===== config.mk =====
export PLATFORM = sky130hd
export DESIGN_NAME = ioct_transmitter
export DESIGN_NICKNAME = d
export VERILOG_FILES = /design/src/ioct_pkg.sv /design/src/ioct_sync.sv /design/src/ioct_status_fmt.sv /design/src/ioct_transmitter.sv
export VERILOG_INCLUDE_DIRS = /design/src
export SDC_FILE = /design/constraint.sdc
export NUM_CORES = 1
export LEC_CHECK = 0
export BUFFER_PORTS_ARGS = -buffer_cell sky130_fd_sc_hd__buf_4
export CELL_PAD_IN_SITES_DETAIL_PLACEMENT = 1
export CELL_PAD_IN_SITES_GLOBAL_PLACEMENT = 2
export CORE_MARGIN = 3
export CORE_UTILIZATION = 25
export CTS_CLUSTER_DIAMETER = 100
export DETAILED_ROUTE_END_ITERATION = 12
export PLACE_DENSITY_LB_ADDON = 0.1
export SYNTH_ARGS = -nofsm -noshare
export SYNTH_HDL_FRONTEND = slang
export SYNTH_SLANG_ARGS = --single-unit

===== constraint.sdc =====
create_clock -name ref_clk -period 1.49 [get_ports ref_clk]
set_clock_uncertainty 0.05 [all_clocks]
set_input_delay 0.0745 -clock ref_clk [delete_from_list [all_inputs] [get_ports ref_clk]]
set_output_delay 0.0745 -clock ref_clk [all_outputs]
set_load 0.005 [all_outputs]

===== src/ioct_defines.svh =====
/*
  constants for the i/o chain channel transmitter: selector address,
  broadcast code, status byte layout and fixed widths.
  assumes the includer compiles it once per unit; guarded anyway.
*/
`ifndef IOCT_DEFINES_SVH
`define IOCT_DEFINES_SVH

`define IOCT_SEL_ADDR 7'h7f
`define IOCT_BCAST_CODE 8'h80
`define IOCT_CHAN_W 3
`define IOCT_ADDR_W 7
`define IOCT_ST_CHAN_LSB 0
`define IOCT_ST_PRESENT_BIT 3
`define IOCT_ST_TRAP_BIT 6
`define IOCT_ST_FAULT_BIT 7
`define IOCT_STATUS_RST 8'h00

`endif


===== src/ioct_pkg.sv =====
/*
  types shared by the transmitter modules.
  assumes ioct_defines.svh is on the include path.
*/
package ioct_pkg;
  typedef logic [7:0] ioct_byte_t;
  typedef logic [2:0] ioct_chan_t;
  typedef enum logic [1:0] {
    IOCT_DETACHED = 2'b00,
    IOCT_ATTACHED = 2'b01,
    IOCT_BCAST = 2'b10
  } ioct_link_t;
endpackage


===== src/ioct_sync.sv =====
/*
  two-flop synchroniser for one level from a pin.
  assumes the level changes slowly relative to ref_clk.
*/
module ioct_sync (
  input wire logic ref_clk,
  input wire logic rst,
  input wire logic asyncIn,
  output logic syncOut
);
  typedef struct packed {
    logic stage1;
    logic stage2;
  } ioct_sync_t;
  ioct_sync_t st_reg;
  ioct_sync_t st_next;

  always_comb begin
    st_next.stage1 = asyncIn;
    st_next.stage2 = st_reg.stage1;
  end

  always_ff @(posedge ref_clk) begin
    if (rst) begin
      st_reg <= '0;
    end else begin
      st_reg <= st_next;
    end
  end

  assign syncOut = st_reg.stage2;
endmodule


===== src/ioct_status_fmt.sv =====
/*
  assembles the status byte returned to the controller.
  assumes inputs already registered on ref_clk; purely combinational.
*/
module ioct_status_fmt
  import ioct_pkg::*;
(
  input wire ioct_pkg::ioct_chan_t chanNum,
  input wire logic cardPresent,
  input wire logic faultTrapEn,
  input wire logic faultPresent,
  output ioct_pkg::ioct_byte_t statusByte
);
  `include "ioct_defines.svh"
  always_comb begin
    statusByte = `IOCT_STATUS_RST;
    // bit 0 of the table lands on the lowest input
    statusByte[`IOCT_ST_CHAN_LSB +: `IOCT_CHAN_W] = chanNum;
    statusByte[`IOCT_ST_PRESENT_BIT] = cardPresent;
    statusByte[`IOCT_ST_TRAP_BIT] = faultTrapEn;
    statusByte[`IOCT_ST_FAULT_BIT] = faultPresent;
  end
endmodule


===== src/ioct_transmitter.sv =====
/*
  i/o chain channel transmitter: watches controller output writes to
  the channel selector address, attaches or detaches its channel,
  answers reads of that address with a status byte, drives leds.
  assumes backplane strobes are on ref_clk; jumpers, switches and
  downstream/supply monitors are pins and are synchronised here.
*/
`include "ioct_defines.svh"

// Overview of operation
// - selector write equal to switch channel attaches this channel
// - selector write of any other value but 80h detaches this channel
// - broadcast 80h attaches every module but suppresses its input answer
// - status byte: channel, present, zeros, trap enable, fault present
// - mode jumper picks normal single chain or expanded selectable channel
// - fault-stop jumper picks system stop; led lit while enabled
// - channel number comes from first three switch segments
// - bad isolated supply shuts module down; power led shows good
// - chain-good led: station power good and continuity downstream
// - chain-parity led: output parity good at all downstream stations
module ioct_transmitter
  import ioct_pkg::*;
(
  input wire logic ref_clk,
  input wire logic rst,
  input wire logic [6:0] ioAddr,
  input wire ioct_pkg::ioct_byte_t ioWrData,
  input wire logic ioWrStb,
  input wire logic ioRdStb,
  output ioct_pkg::ioct_byte_t ioRdData,
  output logic ioRdValid,
  input wire ioct_pkg::ioct_chan_t chanSwitch,
  input wire logic fault_stop_select_jumper,
  input wire logic chain_mode_select_jumper,
  input wire logic isoSupplyOk,
  input wire logic stationPowerOk,
  input wire logic cableContinuityOk,
  input wire logic downstreamParityOk,
  input wire logic localFault,
  output logic chainEnable,
  output logic systemStop,
  output logic ledChainOk,
  output logic ledChainParity,
  output logic ledIsoPower,
  output logic ledFaultEnable,
  output logic ledChainActive
);
  import ioct_pkg::*;

  typedef struct packed {
    ioct_link_t link;
    ioct_byte_t rdData;
    logic rdValid;
    logic chainEn;
    logic sysStop;
    logic ledOk;
    logic ledPar;
    logic ledIso;
    logic ledFault;
    logic ledActive;
  } ioct_state_t;

  ioct_state_t st_reg;
  ioct_state_t st_next;

  logic [2:0] chanSync;
  logic faultStopSync;
  logic expandedSync;
  logic isoOkSync;
  logic stnPwrSync;
  logic contSync;
  logic parSync;
  logic faultSync;
  ioct_byte_t statusByte;

  function automatic logic selHit(input logic [6:0] a);
    selHit = (a == `IOCT_SEL_ADDR);
  endfunction

  // all pin-level inputs through two flops before any logic
  ioct_sync u_sync_c0 (.ref_clk(ref_clk), .rst(rst), .asyncIn(chanSwitch[0]),
    .syncOut(chanSync[0]));
  ioct_sync u_sync_c1 (.ref_clk(ref_clk), .rst(rst), .asyncIn(chanSwitch[1]),
    .syncOut(chanSync[1]));
  ioct_sync u_sync_c2 (.ref_clk(ref_clk), .rst(rst), .asyncIn(chanSwitch[2]),
    .syncOut(chanSync[2]));
  ioct_sync u_sync_fs (.ref_clk(ref_clk), .rst(rst), .asyncIn(fault_stop_select_jumper),
    .syncOut(faultStopSync));
  ioct_sync u_sync_md (.ref_clk(ref_clk), .rst(rst), .asyncIn(chain_mode_select_jumper),
    .syncOut(expandedSync));
  ioct_sync u_sync_iso (.ref_clk(ref_clk), .rst(rst), .asyncIn(isoSupplyOk),
    .syncOut(isoOkSync));
  ioct_sync u_sync_pw (.ref_clk(ref_clk), .rst(rst), .asyncIn(stationPowerOk),
    .syncOut(stnPwrSync));
  ioct_sync u_sync_ct (.ref_clk(ref_clk), .rst(rst), .asyncIn(cableContinuityOk),
    .syncOut(contSync));
  ioct_sync u_sync_pa (.ref_clk(ref_clk), .rst(rst), .asyncIn(downstreamParityOk),
    .syncOut(parSync));
  ioct_sync u_sync_lf (.ref_clk(ref_clk), .rst(rst), .asyncIn(localFault),
    .syncOut(faultSync));

  ioct_status_fmt u_fmt (
    .chanNum(chanSync),
    .cardPresent(1'b1),
    .faultTrapEn(faultStopSync),
    .faultPresent(faultSync),
    .statusByte(statusByte)
  );

  always_comb begin
    st_next = st_reg;
    st_next.rdValid = 1'b0;
    st_next.rdData = `IOCT_STATUS_RST;
    if (!isoOkSync) begin
      // supply out of tolerance: drop everything off the chain
      st_next.link = IOCT_DETACHED;
    end else if (ioWrStb && selHit(ioAddr)) begin
      if (ioWrData == `IOCT_BCAST_CODE) begin
        st_next.link = IOCT_BCAST;
      end else if (ioWrData == {5'h00, chanSync}) begin
        st_next.link = IOCT_ATTACHED;
      end else begin
        st_next.link = IOCT_DETACHED;
      end
    end
    // only a selected, powered module answers; silence lets the
    // controller leave its table untouched
    if (ioRdStb && selHit(ioAddr) && isoOkSync && st_reg.link == IOCT_ATTACHED) begin
      st_next.rdValid = 1'b1;
      st_next.rdData = statusByte;
    end
    // normal mode: single non-selectable chain, attached while the isolated supply is good
    st_next.chainEn = isoOkSync && (!expandedSync || st_next.link != IOCT_DETACHED);
    st_next.sysStop = faultStopSync && faultSync;
    st_next.ledFault = faultStopSync;
    st_next.ledIso = isoOkSync;
    st_next.ledOk = stnPwrSync && contSync;
    st_next.ledPar = parSync;
    st_next.ledActive = expandedSync && st_next.chainEn;
  end

  always_ff @(posedge ref_clk) begin
    if (rst) begin
      st_reg <= '0;
    end else begin
      st_reg <= st_next;
    end
  end

  assign ioRdData = st_reg.rdData;
  assign ioRdValid = st_reg.rdValid;
  assign chainEnable = st_reg.chainEn;
  assign systemStop = st_reg.sysStop;
  assign ledChainOk = st_reg.ledOk;
  assign ledChainParity = st_reg.ledPar;
  assign ledIsoPower = st_reg.ledIso;
  assign ledFaultEnable = st_reg.ledFault;
  assign ledChainActive = st_reg.ledActive;
endmodule


==> flow_summary.toml, run 1 <==
[synthesis]
avgSynthCellArea_um2 = 11.09
yosys-top-cells-area = "dfxtp_1 (62%), nor2b_1 (12%), buf_4 (5.3%)"
yosys_warnings = 0
yosysSeqAreaShare_pct = 61.95
yosys.area.top_type = "dfxtp_1"
synth_area_um2 = 1131
synth_top_cell_area_share_pct = 61.95
yosys.cell_types.count = 23
syn_inst = 102
synth.ff_latch_count = 35

[setup_path]
critPathMaxFanout = 3
start_kind = "flip-flop"
worst_ep_arrival_time_ns = 1.52
crit_type = "reg -> reg"
cp_slowest_stage_delay_ns = 0.50
cp-end-kind = "flip-flop"
rr_worst_depth = 4
reg2reg_to = "ledChainActive"
timing.rr.start = "u_sync_c0.syncOut"
worstPathRequired_ns = 1.63
critical_path.slowest_cell = "or4_4"
regToRegSetupSlack_ns = 0.11
cp_cell_sequence = "xnor2_1 -> nand2_1 -> or4_4 -> a221oi_2"

[route]
drc = 0
avgViaCountPerCell = 4.049
wl_um = 2234
dr_total_vias = 830
antenna_left = 0
drt_iter0_drc = 7
firstDrtPassIters = 4
routedWlPerCell_um = 10.90

[sta]
hold_violations = 0
finalCritPeriodShare_pct = 92.89
period_minus_slack_ns = 1.384
rsz0062_at_grt = "yes"
setup_slack_ns = 0.1059
report.final.slew_viol_count = 0
setup_viol = 0
fmax_mhz = 722.5
holdWs_ns = 0.06047

[global_route]
grt_pass1_vias = 840
overflow = 0
grt_usage_pct = 8.829
antenna_found_initial = 0
grt_pass1_wl_um = 3546
grt_max_degree = 24

[finish]
finalNetCount = 184
n_antenna_cell = 0
largest_reg_flops = 5
drive_gt1_share_pct = 38.71
area_delta_synth_final_pct = 47.79
final_area_um2 = 1672
final_core_util_pct = 40.06

[worst_hold_path]
hp-class = "in -> reg"
hold_start = "ioWrData[7]"
holdPathStages = 3
worstHoldEndpoint = "ledChainActive"

[pwr]
cellPowerDensity_nw_per_um2 = 1058
ir_worst_vdd_mv = 0.4887
clockPowerShare_pct = 37.6
combPwrFrac_pct = 7.5
power_leakage_nw = 0.7419
switching_power_mw = 0.3507
netSwitchingFraction_pct = 19.82
power_frac_seq_pct = 54.9
p_int_mw = 1.419
total_power_mw = 1.769

[clock_network]
clkSinkCount = 35
post-cts-setup-buffers = 0
cts.reportedPaths.clkPinSlew_ns = 0.06
cts_root_buffer = "clkbuf_8"
htreeDepth = 2
clock_path_buffers = 2
cts_made_buffers = 5
cts_tree = "yes"
worstSkewPairLatency_ns = 0.27

[floorplanning]
start_util_pct = 27.11
die_x_um = 73.27
num_rows = 23
boundaryPins = 45
dieArea_um2 = 5368
core_um2 = 4173
die_h_um = 73.27

[run]
maxCapViolCount = 0

[place]
dp_hpwl_um = 1622
io_buffer_count = 42
placed_area_um2 = 1468
globalplace.congestion = 0.6513
place_ws_ns = -0.1522

[run_status]
outcome = "completed"
==> kinds of logic (layout without fill, tap and decap cells) <==
| group | count (synthesis) | after routing | synth area share [%] |
|---|---|---|---|
| and+or+nand+nor | 47 | 47 | 24.89 |
| DFF | 35 | 35 | 61.95 |
| buffers and inverters | 11 | 63 | 6.305 |
| AOI/OAI and AO/OA | 4 | 4 | 3.319 |
| xor gates and xnor gates | 3 | 3 | 2.323 |
| other | 1 | 2 | 0.3315 |
| muxes | 1 | 1 | 0.8850 |
==> worst max path at each step <==
stage | start | to | slack (ns) | cells past startpoint
global placement | ioWrData[3] | ledChainActive | -0.14 | 4
CTS | u_sync_c2.syncOut | ledChainActive | 0.07 | 4
global route | u_sync_c2.syncOut | ledChainActive | -0.008 | 4
floorplan | ioWrData[3] | ledChainActive | 0.004 | 3
finish | u_sync_c0.syncOut | ledChainActive | 0.11 | 4
detailed placement | ioWrData[3] | ledChainActive | -0.15 | 4
==> layer usage <==
layer / wire length, um / track usage, % / vias to the layer above
met1: 858 / 9.022 / 381
met3: 181 / 3.830 / 2
met4: 29 / 4.918 / 0
met2: 1165 / 15.00 / 27
li1: - / - / 420
met5: 0 / 0 / -
==> final cells by class <==
class	count	area [um^2]
Inverter	1	3.754
Multi-Input combinational cell	57	376.6
Clock buffer	6	82.58
Clock inverter	1	5.005
Tap cell	50	62.56
Sequential cell	35	703.2
Timing Repair Buffer	55	437.9
Fill cell	459	2501
==> synth_stat cells <==
master / instances
buf_4: 8
nand2_1: 4
or4_4: 2
and2_1: 6
inv_1: 1
mux2i_1: 1
a31o_2: 1
clkbuf_1: 2
nand3_1: 3
nand2b_1: 2
o31ai_1: 1
nor4_1: 1
nor2b_1: 22
a31oi_1: 1
and3_1: 1
a221oi_2: 1
conb_1: 1
dfxtp_1: 35
and4_1: 1
xor2_1: 1
xnor2_1: 2
nor3_1: 1
nor2_1: 4
==> repair_timing <==
action	4_1_cts	5_1_grt
hold buffers	10	0
gates resized for setup	0	4
hold endpoints to repair	10	0
setup endpoints to repair	0	1
==> placed cells by master (no fill, tap or decap), types with 3 or more instances in the layout <==
master         synthesis  routed
and2_1                 6       6
buf_4                  8      45
clkbuf_8               0       6
dfxtp_1               35      33
dlygate4sd3_1          0      10
nand2_1                4       4
nand3_1                3       3
nor2_1                 4       4
nor2b_1               22      22
==> power groups by stage <==
stage | sequential, mW | clock [mW] | combinational [mW]
2_1_floorplan | 0.991 | 0 | 0.0427
3_3_place_gp | 0.992 | 0 | 0.108
3_5_place_dp | 0.993 | 0 | 0.110
4_1_cts | 0.971 | 0.703 | 0.131
5_1_grt | 0.975 | 0.723 | 0.146
6_report | 0.972 | 0.665 | 0.132
==> critical path, delay by kind of cell, from the launching register on <==
family	cells	cell delay, ns
AO/OA/AOI/OAI	1	0.24
XOR/XNOR	1	0.12
flip-flops	1	0.32
AND/OR/NAND/NOR	2	0.57
==> stage by stage <==
stage | std cells | TNS (ns)
2_1_floorplan | 103 | 0
3_3_place_gp | 188 | -0.2911
3_5_place_dp | 188 | -0.3581
4_1_cts | 205 | 0
5_1_grt | 205 | -0.007659
6_report | 205 | 0
(Power assumes the default switching activity.)
==> inputs of run 2 (changes only) <==
--- a/config.mk
+++ b/config.mk
@@ -6,12 +6,13 @@
 export SDC_FILE = /design/constraint.sdc
 export NUM_CORES = 1
 export LEC_CHECK = 0
-export BUFFER_PORTS_ARGS = -buffer_cell sky130_fd_sc_hd__buf_4
+export BUFFER_PORTS_ARGS = -buffer_cell sky130_fd_sc_hd__buf_2
 export CELL_PAD_IN_SITES_DETAIL_PLACEMENT = 1
 export CELL_PAD_IN_SITES_GLOBAL_PLACEMENT = 2
 export CORE_MARGIN = 3
 export CORE_UTILIZATION = 25
 export CTS_CLUSTER_DIAMETER = 100
+export CTS_CLUSTER_SIZE = 28
 export DETAILED_ROUTE_END_ITERATION = 12
 export PLACE_DENSITY_LB_ADDON = 0.1
 export SYNTH_ARGS = -nofsm -noshare
==> run 2 against run 1 <==
- routed wire length is 2.1% lower
- total power grew 10%
- cell area decreased by 4.0%
- combinational power decreased by 15%
- largest cell class unchanged
==> flow_summary.toml, run 2 (synthesis gave the netlist of run 1 again) <==
[run_status]
outcome = "completed"

[sta]
rsz0062_at_grt = "yes"
finalCritPeriodShare_pct = 93.82
finalSetupTns_ns = 0
setup_slack_ns = 0.09208
report.final.slew_viol_count = 0
period_minus_slack_ns = 1.398
fmax_mhz = 715.3
hold_violations = 0
setup_viol = 0

[clock_network]
cts_root_buffer = "clkbuf_8"
htreeDepth = 2
clock_path_buffers = 2
cts.reportedPaths.clkPinSlew_ns = 0.07
cts_tree = "yes"
worstSkewPairLatency_ns = 0.28
clkSinkCount = 35
cts_made_buffers = 5

[floorplanning]
die_h_um = 73.27
dieArea_um2 = 5368
start_util_pct = 27.11
num_rows = 23
die_x_um = 73.27
boundaryPins = 45
core_um2 = 4173

[place]
place_ws_ns = -0.1641
globalplace.congestion = 0.6573
io_buffer_count = 42
dp_hpwl_um = 1574

[global_route]
grt_pass1_vias = 846
grt_max_degree = 24
overflow = 0
antenna_found_initial = 0
grt_pass1_wl_um = 3629
grt_usage_pct = 9.288

[route]
routedWlPerCell_um = 10.62
avgViaCountPerCell = 4.034
drc = 0
firstDrtPassIters = 3
dr_total_vias = 831
wl_um = 2187
antenna_left = 0
drt_iter0_drc = 18

[finish]
area_delta_synth_final_pct = 41.81
largest_reg_flops = 5
n_antenna_cell = 0
drive_gt1_share_pct = 39.74
final_common_cell = "buf_2"
finalNetCount = 184
layout_common_cells = "buf_2 (42), dfxtp_1 (33), nor2b_1 (22), dlygate4sd3_1 (10)"

[pwr]
ir_worst_vdd_mv = 0.4889
total_power_mw = 1.951
power_leakage_nw = 0.7379
cellPowerDensity_nw_per_um2 = 1216

[setup_path]
cp-end-kind = "flip-flop"
worstPathRequired_ns = 1.64
cp_slowest_stage_delay_ns = 0.50
critPathMaxFanout = 3
crit_type = "reg -> reg"
worst_ep_arrival_time_ns = 1.55
critical_path.slowest_cell = "or4_4"
cp_cell_sequence = "xnor2_2 -> nand2_1 -> or4_4 -> a221oi_2"
start_kind = "flip-flop"

[worst_hold_path]
hp-class = "in -> reg"

[run]
maxCapViolCount = 0
run 2: layout make-up:
cell class,count,area [um^2]
well taps,50,62.56
repair buffers,55,332.8
clock buffers,6,82.58
multi-input cells,57,384.1
flip-flops and latches,35,703.2
clock inverters,2,35.03
inverters,1,3.754
fillers,480,2569
run 2: repair_timing:
item                                   in CTS  in global routing
gates resized for setup                     0                  5
endpoints found under the hold margin      10                  0
setup endpoints to repair                   0                  1
setup buffers                               0                  0
hold buffers                               10                  0
run 2: metrics by stage:
step                hold WS, ns  std cells  utilization [%]  cell area (um^2)
global placement         0.2329        188            32.65              1363
global route            0.06843        206            38.44              1604
finish                  0.06245        206            38.44              1604
detailed placement       0.2413        188            32.65              1363
CTS                     0.04439        206            37.87              1580
floorplan               0.09611        103                -              1135
run 2: critical path: cells and delay by family (launching register included):
family,cells,cell delay (ns)
and+or+nand+nor,2,0.57
DFF,1,0.35
AOI/OAI and AO/OA,1,0.25
xor gates and xnor gates,1,0.10
run 2: path summary, 6_finish.rpt:
kind	start	endpoint	slack (ns)	depth (start not counted)
worst max-delay path	u_sync_c2.syncOut	ledChainActive	0.09	4
worst min-delay path	ioWrData[7]	ledChainActive	0.06	3
worst max register to register	u_sync_c2.syncOut	ledChainActive	0.09	4
worst min register to register	u_sync_ct.syncOut	ledChainOk	0.36	2
run 2: power by group:
part	internal (mW)	switching, mW
sequential	0.964	0.00766
combinational	0.0720	0.0402
clock	0.541	0.326
total	1.58	0.374
run 2: routing by layer:
layer  routed length (um)  share of wire (%)  track usage (%)
met2                 1049                 48            15.09
met4                   68                3.1            6.762
met1                  876                 40            9.536
met5                    0                  0                0
met3                  193                8.8            3.830
